### config.mk
export PLATFORM = sky130hd
export DESIGN_NAME = command_pulse_input_config
export DESIGN_NICKNAME = d
export VERILOG_FILES = /design/src/hdl/command_pulse_input_config.v
export VERILOG_INCLUDE_DIRS = /design/src /design/src/hdl
export SDC_FILE = /design/constraint.sdc
export NUM_CORES = 1
export LEC_CHECK = 0
export ABC_CLOCK_PERIOD_IN_PS = 3200
export BUFFER_PORTS_ARGS = -buffer_cell sky130_fd_sc_hd__buf_4
export CORE_MARGIN = 8
export CORE_UTILIZATION = 45
export CTS_CLUSTER_SIZE = 30
export DETAILED_ROUTE_END_ITERATION = 6
export GPL_TIMING_DRIVEN = 0
export HOLD_SLACK_MARGIN = 0.15
export PLACE_DENSITY = 0.67
export RECOVER_POWER = 50
export SLEW_MARGIN = 20
export SYNTH_ARGS = -nofsm -noshare
export SYNTH_HDL_FRONTEND = slang
export SYNTH_SLANG_ARGS = --single-unit
export TNS_END_PERCENT = 1
### constraint.sdc
create_clock -name clk -period 3.2 [get_ports clk]
set_input_delay 0.64 -clock clk [delete_from_list [all_inputs] [get_ports clk]]
set_output_delay 0.64 -clock clk [all_outputs]
set_load 0.02 [all_outputs]
### src/hdl/pulse_cfg_defines.vh
// Constants for the command pulse input front end
// Functional notes
// - Four-bit pulse mode selects format and polarity
// - Clear input acts by level or edge
// - Alarm selector 0 clears, 1 keeps
// - Alarm selector 2 clears on alarm only
// - Filter bit selects 500 or 200 kpps
`ifndef PULSE_CFG_DEFINES_VH
`define PULSE_CFG_DEFINES_VH
`define ADDR_SETTING_ONE 4'h0
`define ADDR_ACTIVE 4'h4
`define ADDR_STATUS 4'h8
`define SETTING_RESET 16'h1011
`define F_MODE_LO 0
`define F_MODE_HI 3
`define F_CLR_LO 4
`define F_CLR_HI 5
`define F_ALM_LO 8
`define F_ALM_HI 9
`define F_FILT 12
`define MODE_LOW_BASE 4'h5
`define FMT_PULSE_DIR 4'h0
`define FMT_FWD_REV 4'h1
`define FMT_QUAD_X1 4'h2
`define FMT_QUAD_X2 4'h3
`define FMT_QUAD_X4 4'h4
`define CLR_HIGH 2'h0
`define CLR_RISE 2'h1
`define CLR_LOW 2'h2
`define CLR_FALL 2'h3
`define ALM_BOTH 2'h0
`define ALM_KEEP 2'h1
`define ALM_ONLY 2'h2
`define CLK_MHZ 250
`define KPPS_FAST 500
`define KPPS_SLOW 200
// Filter count limit: stable cycles per half pulse period, rounded down, less one
`define FILT_FAST ((`CLK_MHZ * 1000) / (2 * `KPPS_FAST) - 1)
`define FILT_SLOW ((`CLK_MHZ * 1000) / (2 * `KPPS_SLOW) - 1)
`define FILT_W 10
`endif

### src/hdl/command_pulse_input_config.v
// Command pulse decoder with deviation clear and input filter
//
// Chosen here: the register addresses and register access over Avalon-MM.
`timescale 1ns/1ps
`default_nettype none
`include "pulse_cfg_defines.vh"
module command_pulse_input_config (
  // Clock and reset
  input wire clk,
  input wire resetn,
  // Avalon-MM slave
  input wire [3:0] address,
  input wire read,
  input wire write,
  input wire [31:0] writedata,
  output reg [31:0] readdata,
  output reg waitrequest,
  // Power-up event latching new settings
  input wire power_up,
  // Pulse pins and status inputs
  input wire pulse_a,
  input wire pulse_b,
  input wire clear_in,
  input wire alarm,
  input wire servo_on,
  // Decoded command and clear
  output reg cmd_step,
  output reg cmd_dir,
  output reg dev_clear
);

  ////////////////////////////////////////////////////////////////////////
  // Synchronisers: two flops before logic
  // Bit 0 may go metastable; only bit 1 is read by logic
  // Resets low: the idle level of the clear and alarm pins and of power_up, the off level of servo_on
  // Step pins
  reg [1:0] sa;
  reg [1:0] sb;
  // Clear, alarm and energised status pins
  reg [1:0] sc;
  reg [1:0] sal;
  reg [1:0] son;
  // Power-up event
  reg [1:0] spu;

  // Shift every pin through its flop pair
  always @(posedge clk or negedge resetn) begin
    if (!resetn) begin
      sa <= 2'h0;
      sb <= 2'h0;
      sc <= 2'h0;
      sal <= 2'h0;
      son <= 2'h0;
      spu <= 2'h0;
    end else begin
      sa <= {sa[0], pulse_a};
      sb <= {sb[0], pulse_b};
      sc <= {sc[0], clear_in};
      sal <= {sal[0], alarm};
      son <= {son[0], servo_on};
      spu <= {spu[0], power_up};
    end
  end

  ////////////////////////////////////////////////////////////////////////
  // Register file: stored and active settings
  // Setting as last written by software
  reg [15:0] setting;
  // Setting in force, copied only at power-up
  reg [15:0] active;
  // Power-up edge detector, idle low like its pin
  reg pu_d;
  wire pu_rise;
  // Write accepted at the edge it is answered
  wire wr_take;
  assign pu_rise = spu[1] & ~pu_d;
  assign wr_take = write & ~waitrequest & (address == `ADDR_SETTING_ONE);

  // Store writes; move them into force on power-up
  always @(posedge clk or negedge resetn) begin
    if (!resetn) begin
      setting <= `SETTING_RESET;
      active <= `SETTING_RESET;
      pu_d <= 1'b0;
    end else begin
      // Edge detector history
      pu_d <= spu[1];
      // Only the first setting word is writable
      if (wr_take)
        setting <= writedata[15:0];
      if (pu_rise)
        active <= setting;
    end
  end

  // Bus answer: one wait cycle then data
  // Request taken while waitrequest is high
  // Next edge drops waitrequest for one cycle
  // Returning high at once stops a held strobe being taken twice
  // Readdata holds until the next read is taken
  always @(posedge clk or negedge resetn) begin
    if (!resetn) begin
      waitrequest <= 1'b1;
      readdata <= 32'h0;
    end else begin
      // Low for one cycle after a taken request
      waitrequest <= ~((read | write) & waitrequest);
      // Capture read data as the request is taken
      if (read && waitrequest) begin
        case (address)
          `ADDR_SETTING_ONE: readdata <= {16'h0, setting};
          `ADDR_ACTIVE: readdata <= {16'h0, active};
          `ADDR_STATUS: readdata <= {27'h0, dev_clear, cmd_dir, sa[1],
            sb[1], sc[1]};
          default: readdata <= 32'h0;
        endcase
      end
    end
  end

  ////////////////////////////////////////////////////////////////////////
  // Mode decode from the setting in force
  // A polarity change at power-up may show one edge on the step
  // lines; the host should idle at the new inactive level first
  // Pulse format and polarity
  wire [3:0] mode = active[`F_MODE_HI:`F_MODE_LO];
  // Clear input behaviour
  wire [1:0] clr_sel = active[`F_CLR_HI:`F_CLR_LO];
  // Alarm and de-energised clear behaviour
  wire [1:0] alm_sel = active[`F_ALM_HI:`F_ALM_LO];
  // Filter choice, set for the slow open-collector rate
  wire filt_sel = active[`F_FILT];
  // Codes above the low group decode to no format at all
  // low group inverts inputs
  wire inv = (mode >= `MODE_LOW_BASE);
  wire [3:0] fmt = inv ? mode - `MODE_LOW_BASE : mode;

  ////////////////////////////////////////////////////////////////////////
  // Input filter: level must hold a minimum time
  // A change passes once it stood half a period at the chosen rate
  // Shorter glitches and pulses above the rate are dropped
  localparam integer LIM_FAST = `FILT_FAST;
  localparam integer LIM_SLOW = `FILT_SLOW;
  wire [`FILT_W-1:0] flim;
  assign flim = filt_sel ? LIM_SLOW[`FILT_W-1:0] : LIM_FAST[`FILT_W-1:0];
  // Stability counters, one per step pin
  reg [`FILT_W-1:0] ca;
  reg [`FILT_W-1:0] cb;
  // Filtered levels, idle low like the synchronisers
  reg fa;
  reg fb;

  // Count while pin A differs from its filtered level
  always @(posedge clk or negedge resetn) begin
    if (!resetn) begin
      ca <= {`FILT_W{1'b0}};
      fa <= 1'b0;
    end else begin
      if (sa[1] == fa) begin
        // Back at the filtered level: glitch discarded
        ca <= {`FILT_W{1'b0}};
      end else if (ca >= flim) begin
        // Stood long enough: accept the new level
        fa <= sa[1];
        ca <= {`FILT_W{1'b0}};
      end else begin
        ca <= ca + 1'b1;
      end
    end
  end

  // Same filter for pin B
  always @(posedge clk or negedge resetn) begin
    if (!resetn) begin
      cb <= {`FILT_W{1'b0}};
      fb <= 1'b0;
    end else begin
      if (sb[1] == fb) begin
        // Back at the filtered level: glitch discarded
        cb <= {`FILT_W{1'b0}};
      end else if (cb >= flim) begin
        // Stood long enough: accept the new level
        fb <= sb[1];
        cb <= {`FILT_W{1'b0}};
      end else begin
        cb <= cb + 1'b1;
      end
    end
  end

  ////////////////////////////////////////////////////////////////////////
  // Pulse decoding
  // Logical levels after polarity
  wire la = fa ^ inv;
  wire lb = fb ^ inv;
  // Previous logical levels for edge detection
  reg pa;
  reg pb;
  // Rising edges
  wire ra = la & ~pa;
  wire rb = lb & ~pb;
  // Any edges
  wire ea = la ^ pa;
  wire eb = lb ^ pb;
  // Decoder results for the output flops
  reg next_step;
  reg next_dir;
  always @* begin
    // No count unless the format sees one
    next_step = 1'b0;
    // Direction held by default
    next_dir = cmd_dir;
    case (fmt)
      `FMT_PULSE_DIR: begin
        // Direction line low means reverse
        next_step = ra;
        next_dir = ~lb;
      end
      `FMT_FWD_REV: begin
        // Edges on both lines at once cancel
        next_step = ra ^ rb;
        if (ra & ~rb)
          next_dir = 1'b0;
        else if (rb & ~ra)
          next_dir = 1'b1;
      end
      `FMT_QUAD_X1: begin
        // One count per A rise; B high there means reverse
        next_step = ra;
        if (ra)
          next_dir = lb;
      end
      `FMT_QUAD_X2: begin
        // One count per A edge; direction held between counts
        next_step = ea & ~eb;
        if (ea & ~eb)
          next_dir = la ^ ~lb;
      end
      `FMT_QUAD_X4: begin
        // One count per edge of either phase
        next_step = ea ^ eb;
        if (ea & ~eb)
          next_dir = ~(la ^ lb);
        else if (eb & ~ea)
          next_dir = la ^ lb;
      end
      default: begin
        next_step = 1'b0;
        next_dir = cmd_dir;
      end
    endcase
  end

  ////////////////////////////////////////////////////////////////////////
  // Deviation clear
  // Previous synchronised clear level
  reg pc;
  // Clear request for the output flop
  reg next_clear;

  // Clear input and alarm sources combined
  always @* begin
    next_clear = 1'b0;
    // Edge modes give a one-cycle clear
    // clear input mode
    case (clr_sel)
      `CLR_HIGH: next_clear = sc[1];
      `CLR_RISE: next_clear = sc[1] & ~pc;
      `CLR_LOW: next_clear = ~sc[1];
      `CLR_FALL: next_clear = ~sc[1] & pc;
      default: next_clear = 1'b0;
    endcase
    case (alm_sel)
      `ALM_BOTH: next_clear = next_clear | sal[1] | ~son[1];
      `ALM_ONLY: next_clear = next_clear | sal[1];
      // Selector 1 and unused code 3 keep the count
      default: next_clear = next_clear;
    endcase
  end

  // Output registers
  // Every output and edge history flop updates on each edge
  always @(posedge clk or negedge resetn) begin
    if (!resetn) begin
      pa <= 1'b0;
      pb <= 1'b0;
      pc <= 1'b0;
      cmd_step <= 1'b0;
      cmd_dir <= 1'b0;
      dev_clear <= 1'b0;
    end else begin
      // Edge history
      pa <= la;
      pb <= lb;
      pc <= sc[1];
      // Registered outputs
      cmd_step <= next_step;
      cmd_dir <= next_dir;
      dev_clear <= next_clear;
    end
  end

endmodule
`default_nettype wire

* Word-level counts from Yosys, hierarchy flattened
Index checks and enable logic that the tools add are counted.
** Storage, ports and cells
- Bits in registers :: 106
- Input bits :: 46
** Operators by class
- Add/subtract/negate cells :: 3
- $lt $le $gt $ge :: 3
- Equal/unequal tests :: 16
- Muxes and demuxes :: 17
- Bitwise operators :: 39
- Reductions and logical operators :: 10
** Operator list (count)
- 10-bit 2-to-1 mux :: 5
- 16-bit one-hot mux with 3 select lines :: 1
- 10-bit by 1-bit adder with 10-bit output, second input constant :: 2
- 10-bit >= comparator :: 2
- 1-bit inverter :: 16
- 1-bit bitwise AND :: 12
- 4-bit by 2-bit equality test with 1-bit output, second input constant :: 2
- 4-bit by 3-bit equality test with 1-bit output, second input constant :: 2
- 4-bit zero test :: 2
- 1-bit one-hot mux with 4 select lines :: 2
- 1-bit XOR :: 8
- 2-bit equality test, second input constant :: 3
- 1-bit 2-to-1 mux :: 6
- 3-bit != test, second input constant :: 2
- 1-bit one-hot mux with 5 select lines :: 1
- 5-bit AND reduction :: 1
- 5-bit nonzero test :: 1
- 4-bit by 1-bit equality test with 1-bit output, second input constant :: 1
- 4-bit equality test, second input constant :: 1
- 4-bit by 3-bit >= comparator with 1-bit output, second input constant :: 1
- 2-bit zero test :: 2
- 4-bit 2-to-1 mux :: 1
- 2-bit != test, second input constant :: 2
- 2-bit AND reduction :: 2
- other kinds (7) :: 10

* Longest topological paths before layout
- Depth after elaboration :: 8
- Depth in mapped cells :: 14
- Gate-level depth less buffers :: 13

* Worst setup path before layout
Ideal clock, no wire load.
- Path kind :: flip-flop to flip-flop
- From :: reg active[0]
- To :: reg cmd_dir
- Library setup time :: 0.122 ns
- Arrival :: 2.713 ns
- Data required time :: 3.078 ns
- Path slack :: 0.366 ns
- Stages on the path, launching flop included :: 13
- Buffers on the path :: 1
- Clock period less this slack :: 2.834 ns
- Cells stage by stage :: dfstp_2 -> buf_2 -> inv_1 -> ha_1 -> nand2b_4 -> a21oi_4 -> xnor2_1 -> ha_1 -> inv_1 -> ha_1 -> o31a_1 -> a221o_1 -> a32o_1
** On the way
- Cells in the longest elaborated chain, start to end :: 7
- Elaborated cells between the ends (all ways) :: 38
** Ends and longest elaborated chain
- start: declaration :: line command_pulse_input_config.v:70 : reg [15:0] active;
- start signal: assignment :: line command_pulse_input_config.v:83 : active <= `SETTING_RESET;
- start signal: assignment :: line command_pulse_input_config.v:92 : active <= setting;
- 4-bit by 3-bit >= comparator with 1-bit output (no source line) (*)
- 1-bit XOR (*) :: line command_pulse_input_config.v:194 : wire la = fa ^ inv;
- net la :: line command_pulse_input_config.v:194
- 1-bit XOR or 1-bit bitwise AND (tied branches) :: line command_pulse_input_config.v:203, command_pulse_input_config.v:200
- 1-bit inverter (on tied branches) :: line command_pulse_input_config.v:244, command_pulse_input_config.v:224
- 1-bit bitwise AND (on tied branches) :: line command_pulse_input_config.v:244, command_pulse_input_config.v:224
- 3-bit != test (no source line)
- 5-bit AND reduction (no source line)
- end signal: assignment :: line command_pulse_input_config.v:298 : cmd_dir <= next_dir;
- end: declaration :: line command_pulse_input_config.v:28 : output reg cmd_dir,
The timed path passes the listed nets; every way through them passes the cells marked *. The select of a mux whose other input is x is not followed.
A chain may end at the register's enable or synchronous reset.

* Worst setup path after layout
Ends and elaborated chain as after synthesis.

==> impl_metrics.ini <==
[pwr]
finalPower_mw = 3.045
worst_ir_drop_vdd_mv = 0.2630
power.density_cell_area_nw_per_um2 = 599.0
leakage_nw = 2.396

[synth]
yosys.cell_types.count = 51
synth-edff-count = 0
synth-warning-count = 0
synthesis.instances = 388
dominantRegCellSynth = sky130_fd_sc_hd__dfrtp_1
post_synth.cell_area_avg_um2 = 11.09
synth.area.top_cells = sky130_fd_sc_hd__dfrtp_1 (48%), sky130_fd_sc_hd__mux2_2 (8.1%), sky130_fd_sc_hd__ha_1 (4.7%)
mappedNetlistArea_um2 = 4303
ys_async_sr_fraction_pct = 100.0
synth_area_leader_cell = sky130_fd_sc_hd__dfrtp_1
synth_seq_area_share_pct = 52.54
ys_seq_elements = 90
netlist.area_leader.share_pct = 48.27

[worst_setup_path]
critPathSlowestCell = sky130_fd_sc_hd__dfstp_2
cp_cell_sequence = clkbuf_4 -> inv_1 -> ha_2 -> nand2b_4 -> a21oi_4 -> xnor2_1 -> ha_1 -> inv_1 -> ha_1 -> o31a_1 -> a221o_1 -> a32o_1
setup.worst_path.end_class = register
cp-start-kind = register
worst_ep_arrival_time_ns = 3.25
number_of_buffers_and_inverters_on_the_critical_path = 3
critPathMaxFanout = 10
worst_ep_required_time_ns = 3.45
critical_path.max_stage_delay_ns = 0.39
critical-path-top-delay-family = compound AO/OA/AOI/OAI gates
path_class = register to register

[placement]
portBuffers = 47
place.detailed.hpwl_mm = 6.219
gp_routability_congestion = 0.7907
placed_cells = 579
pre_cts_slack_ns = 0.1094

[floorplanning]
site_rows = 35
floorplan.die.height_um = 113.8
chipWidth_um = 113.8
die_area_um2 = 12950
coreArea_um2 = 9240
design.portCount = 82
floorplan.initialDensity_pct = 46.57

[detailed_routing]
drt_pass1_iterations = 6
drt_wl_total_mm = 8.697
antenna_violating_nets_post_route = 0
wire_per_inst_um = 14.62
remaining_drc_errors = 0
drt-initial-drc-count = 73
drt-vias-per-instance = 5.071
detailroute.via_count = 3017

[clocking]
cts.root.buffer_cell = sky130_fd_sc_hd__clkbuf_8
cts-root-to-sink-buffers = 2
clock_insertion_delay_at_the_later_pin_of_the_skew_report_ns = 0.35
cts_tree = done
clk_transition_reported_paths_ns = 0.09
tritoncts_num_sinks = 90
number_of_buffers_inserted_by_hold_repair_at_cts = 0
post-cts-setup-buffers = 0
cts-htree-levels = 3
cts_inserted_buffers = 9

[timing]
slew_viol_final = 91
setup-tns-final_ns = 0
period_needed_ns = 3.000
final_hold_viol_count = 0
worst_clock_skew_on_the_final_layout_ns = 0.01106
worstMarginPinSlew_ns = 2.175
post-route-period-util_pct = 93.75
final.setup.worst_slack_ns = 0.1999
report.final.setup_viol = 0
rsz0062_at_grt = no
timing.fmax_mhz = 333.3
slew_headroom_pct = -45.03

[cells_and_area]
fillCellCount = 813
layout.nets = 523
final_common_cell = sky130_fd_sc_hd__dfrtp_1
final_cell_mix = sky130_fd_sc_hd__dfrtp_1 (83), sky130_fd_sc_hd__buf_4 (56), sky130_fd_sc_hd__nand2_1 (33)
antenna-diode-count = 0
finish.cell_count_without_fillers = 595
drive_above_1_share_pct = 26.82
syn2layout_area_growth_pct = 18.14

[hold_path]
timing.hold.worst.class = register to register

[run_status]
outcome = finished with violations
failed_checks = capacitance limit, slew limit

[global_routing]
grt_start_max_net_pins = 91
first_global_vias = 3129
grt_pass1_wl_mm = 14.52
grt_overflow = 0
grt_antenna_before_repair = 0
gr-usage-all-layers_pct = 13.85

[run]
maxCapViolCount = 1
## cells by family (layout without fill, tap and decap cells)
kind of cell    after synthesis  in the layout  share of synthesized area [%]
compound gates               69             69                          10.50
xor+xnor                     23             23                          4.856
fa+ha+maj                    16             16                          4.652
buf+inv                      44            107                          5.351
flops                        90             90                          52.54
mux                          39             39                          9.974
other cells                   1             16                        0.08715
simple gates                106            106                          12.04
## sequential cells by signal, summed over array words and instances, names as in the netlist
signal / flops
active: 16
ca: 10
setting: 16
pa: 1
fb: 1
cmd_step: 1
dev_clear: 1
sal: 2
pb: 1
sa: 2
pu_d: 1
cmd_dir: 1
readdata: 16
sc: 2
sb: 2
pc: 1
waitrequest: 1
spu: 2
cb: 10
son: 2
fa: 1
## cell usage after synthesis (all sizes together), types with 2 or more instances
cell and instances:
nand4 2, ha 16, a22oi 12, clkbuf 9, o22ai 2, nand2 33
xor2 10, and3 8, mux2i 8, or4b 2, nor4 2, nor2b 6
nor3b 2, xnor2 13, nand3 11, or2 2, o31a 3, a21oi 12
dfstp 7, buf 22, nor2 30, o21ai 25, dfrtp 83, a31oi 2
nor4b 3, inv 13, mux2 31
## worst register-to-register path: stages, from the launching register on
cell and delay (ns):
sky130_fd_sc_hd__dfstp_2 0.39, sky130_fd_sc_hd__clkbuf_4 0.19, sky130_fd_sc_hd__inv_1 0.13, sky130_fd_sc_hd__ha_2 0.25, sky130_fd_sc_hd__nand2b_4 0.08, sky130_fd_sc_hd__a21oi_4 0.30
sky130_fd_sc_hd__xnor2_1 0.14, sky130_fd_sc_hd__ha_1 0.29, sky130_fd_sc_hd__inv_1 0.04, sky130_fd_sc_hd__ha_1 0.33, sky130_fd_sc_hd__o31a_1 0.31, sky130_fd_sc_hd__a221o_1 0.26
sky130_fd_sc_hd__a32o_1 0.20
## worst paths after layout
path / startpoint / end / slack, ns / cells past startpoint
max in group asynchronous: resetn / active[2]$_DFFE_PN0P_ / 1.01 / 1
setup reg to reg: active[0]$_DFFE_PN1P_ / cmd_dir$_DFFE_PN0P_ / 0.20 / 12
min in group asynchronous: resetn / setting[15]$_DFFE_PN0P_ / 0.91 / 1
setup / recovery: active[0]$_DFFE_PN1P_ / cmd_dir$_DFFE_PN0P_ / 0.20 / 12
hold reg to reg: sb[0]$_DFF_PN0_ / sb[1]$_DFF_PN0_ / 0.36 / 0
hold / removal: sb[0]$_DFF_PN0_ / sb[1]$_DFF_PN0_ / 0.36 / 0
## layout make-up
cell class	instances	area, um^2	share of cell area [%]
Buffer	31	183.9	3.618
Tap cell	129	161.4	3.175
Timing Repair Buffer	47	350.3	6.891
Clock inverter	6	72.57	1.428
Sequential cell	90	2261	44.47
Inverter	13	48.80	0.9599
Clock buffer	10	127.6	2.510
Multi-Input combinational cell	269	1878	36.94
## per-layer routing
layer / wire length [um] / GRT usage, % / up-vias
li1: - / - / 1465
met1: 4000 / 17.47 / 1468
met2: 4057 / 22.09 / 75
met3: 534 / 4.068 / 9
met4: 104 / 4.969 / 0
met5: 0 / 0 / -
## metrics by stage
step | hold slack, ns | utilization, % | area [um^2]
6_report | 0.3555 | 55.02 | 5084
5_1_grt | 0.3587 | 55.02 | 5084
4_1_cts | 0.3525 | 54.91 | 5074
3_5_place_dp | 0.3355 | 52.74 | 4873
3_3_place_gp | 0.3327 | 52.74 | 4873
2_1_floorplan | 0.3312 | - | 4359
## power breakdown
group	switching [mW]	leakage, nW	internal [mW]
Sequential	0.107	1.16	1.29
Combinational	0.455	1.14	0.406
Clock	0.412	0.0979	0.371
Total	0.974	2.40	2.07
## what timing repair did
item | in CTS | in global routing
endpoints found under the setup margin | 0 | 1
hold endpoints to repair | 0 | 0
resized for setup | 0 | 3
No activity file was read; power rests on OpenSTA's default activity.
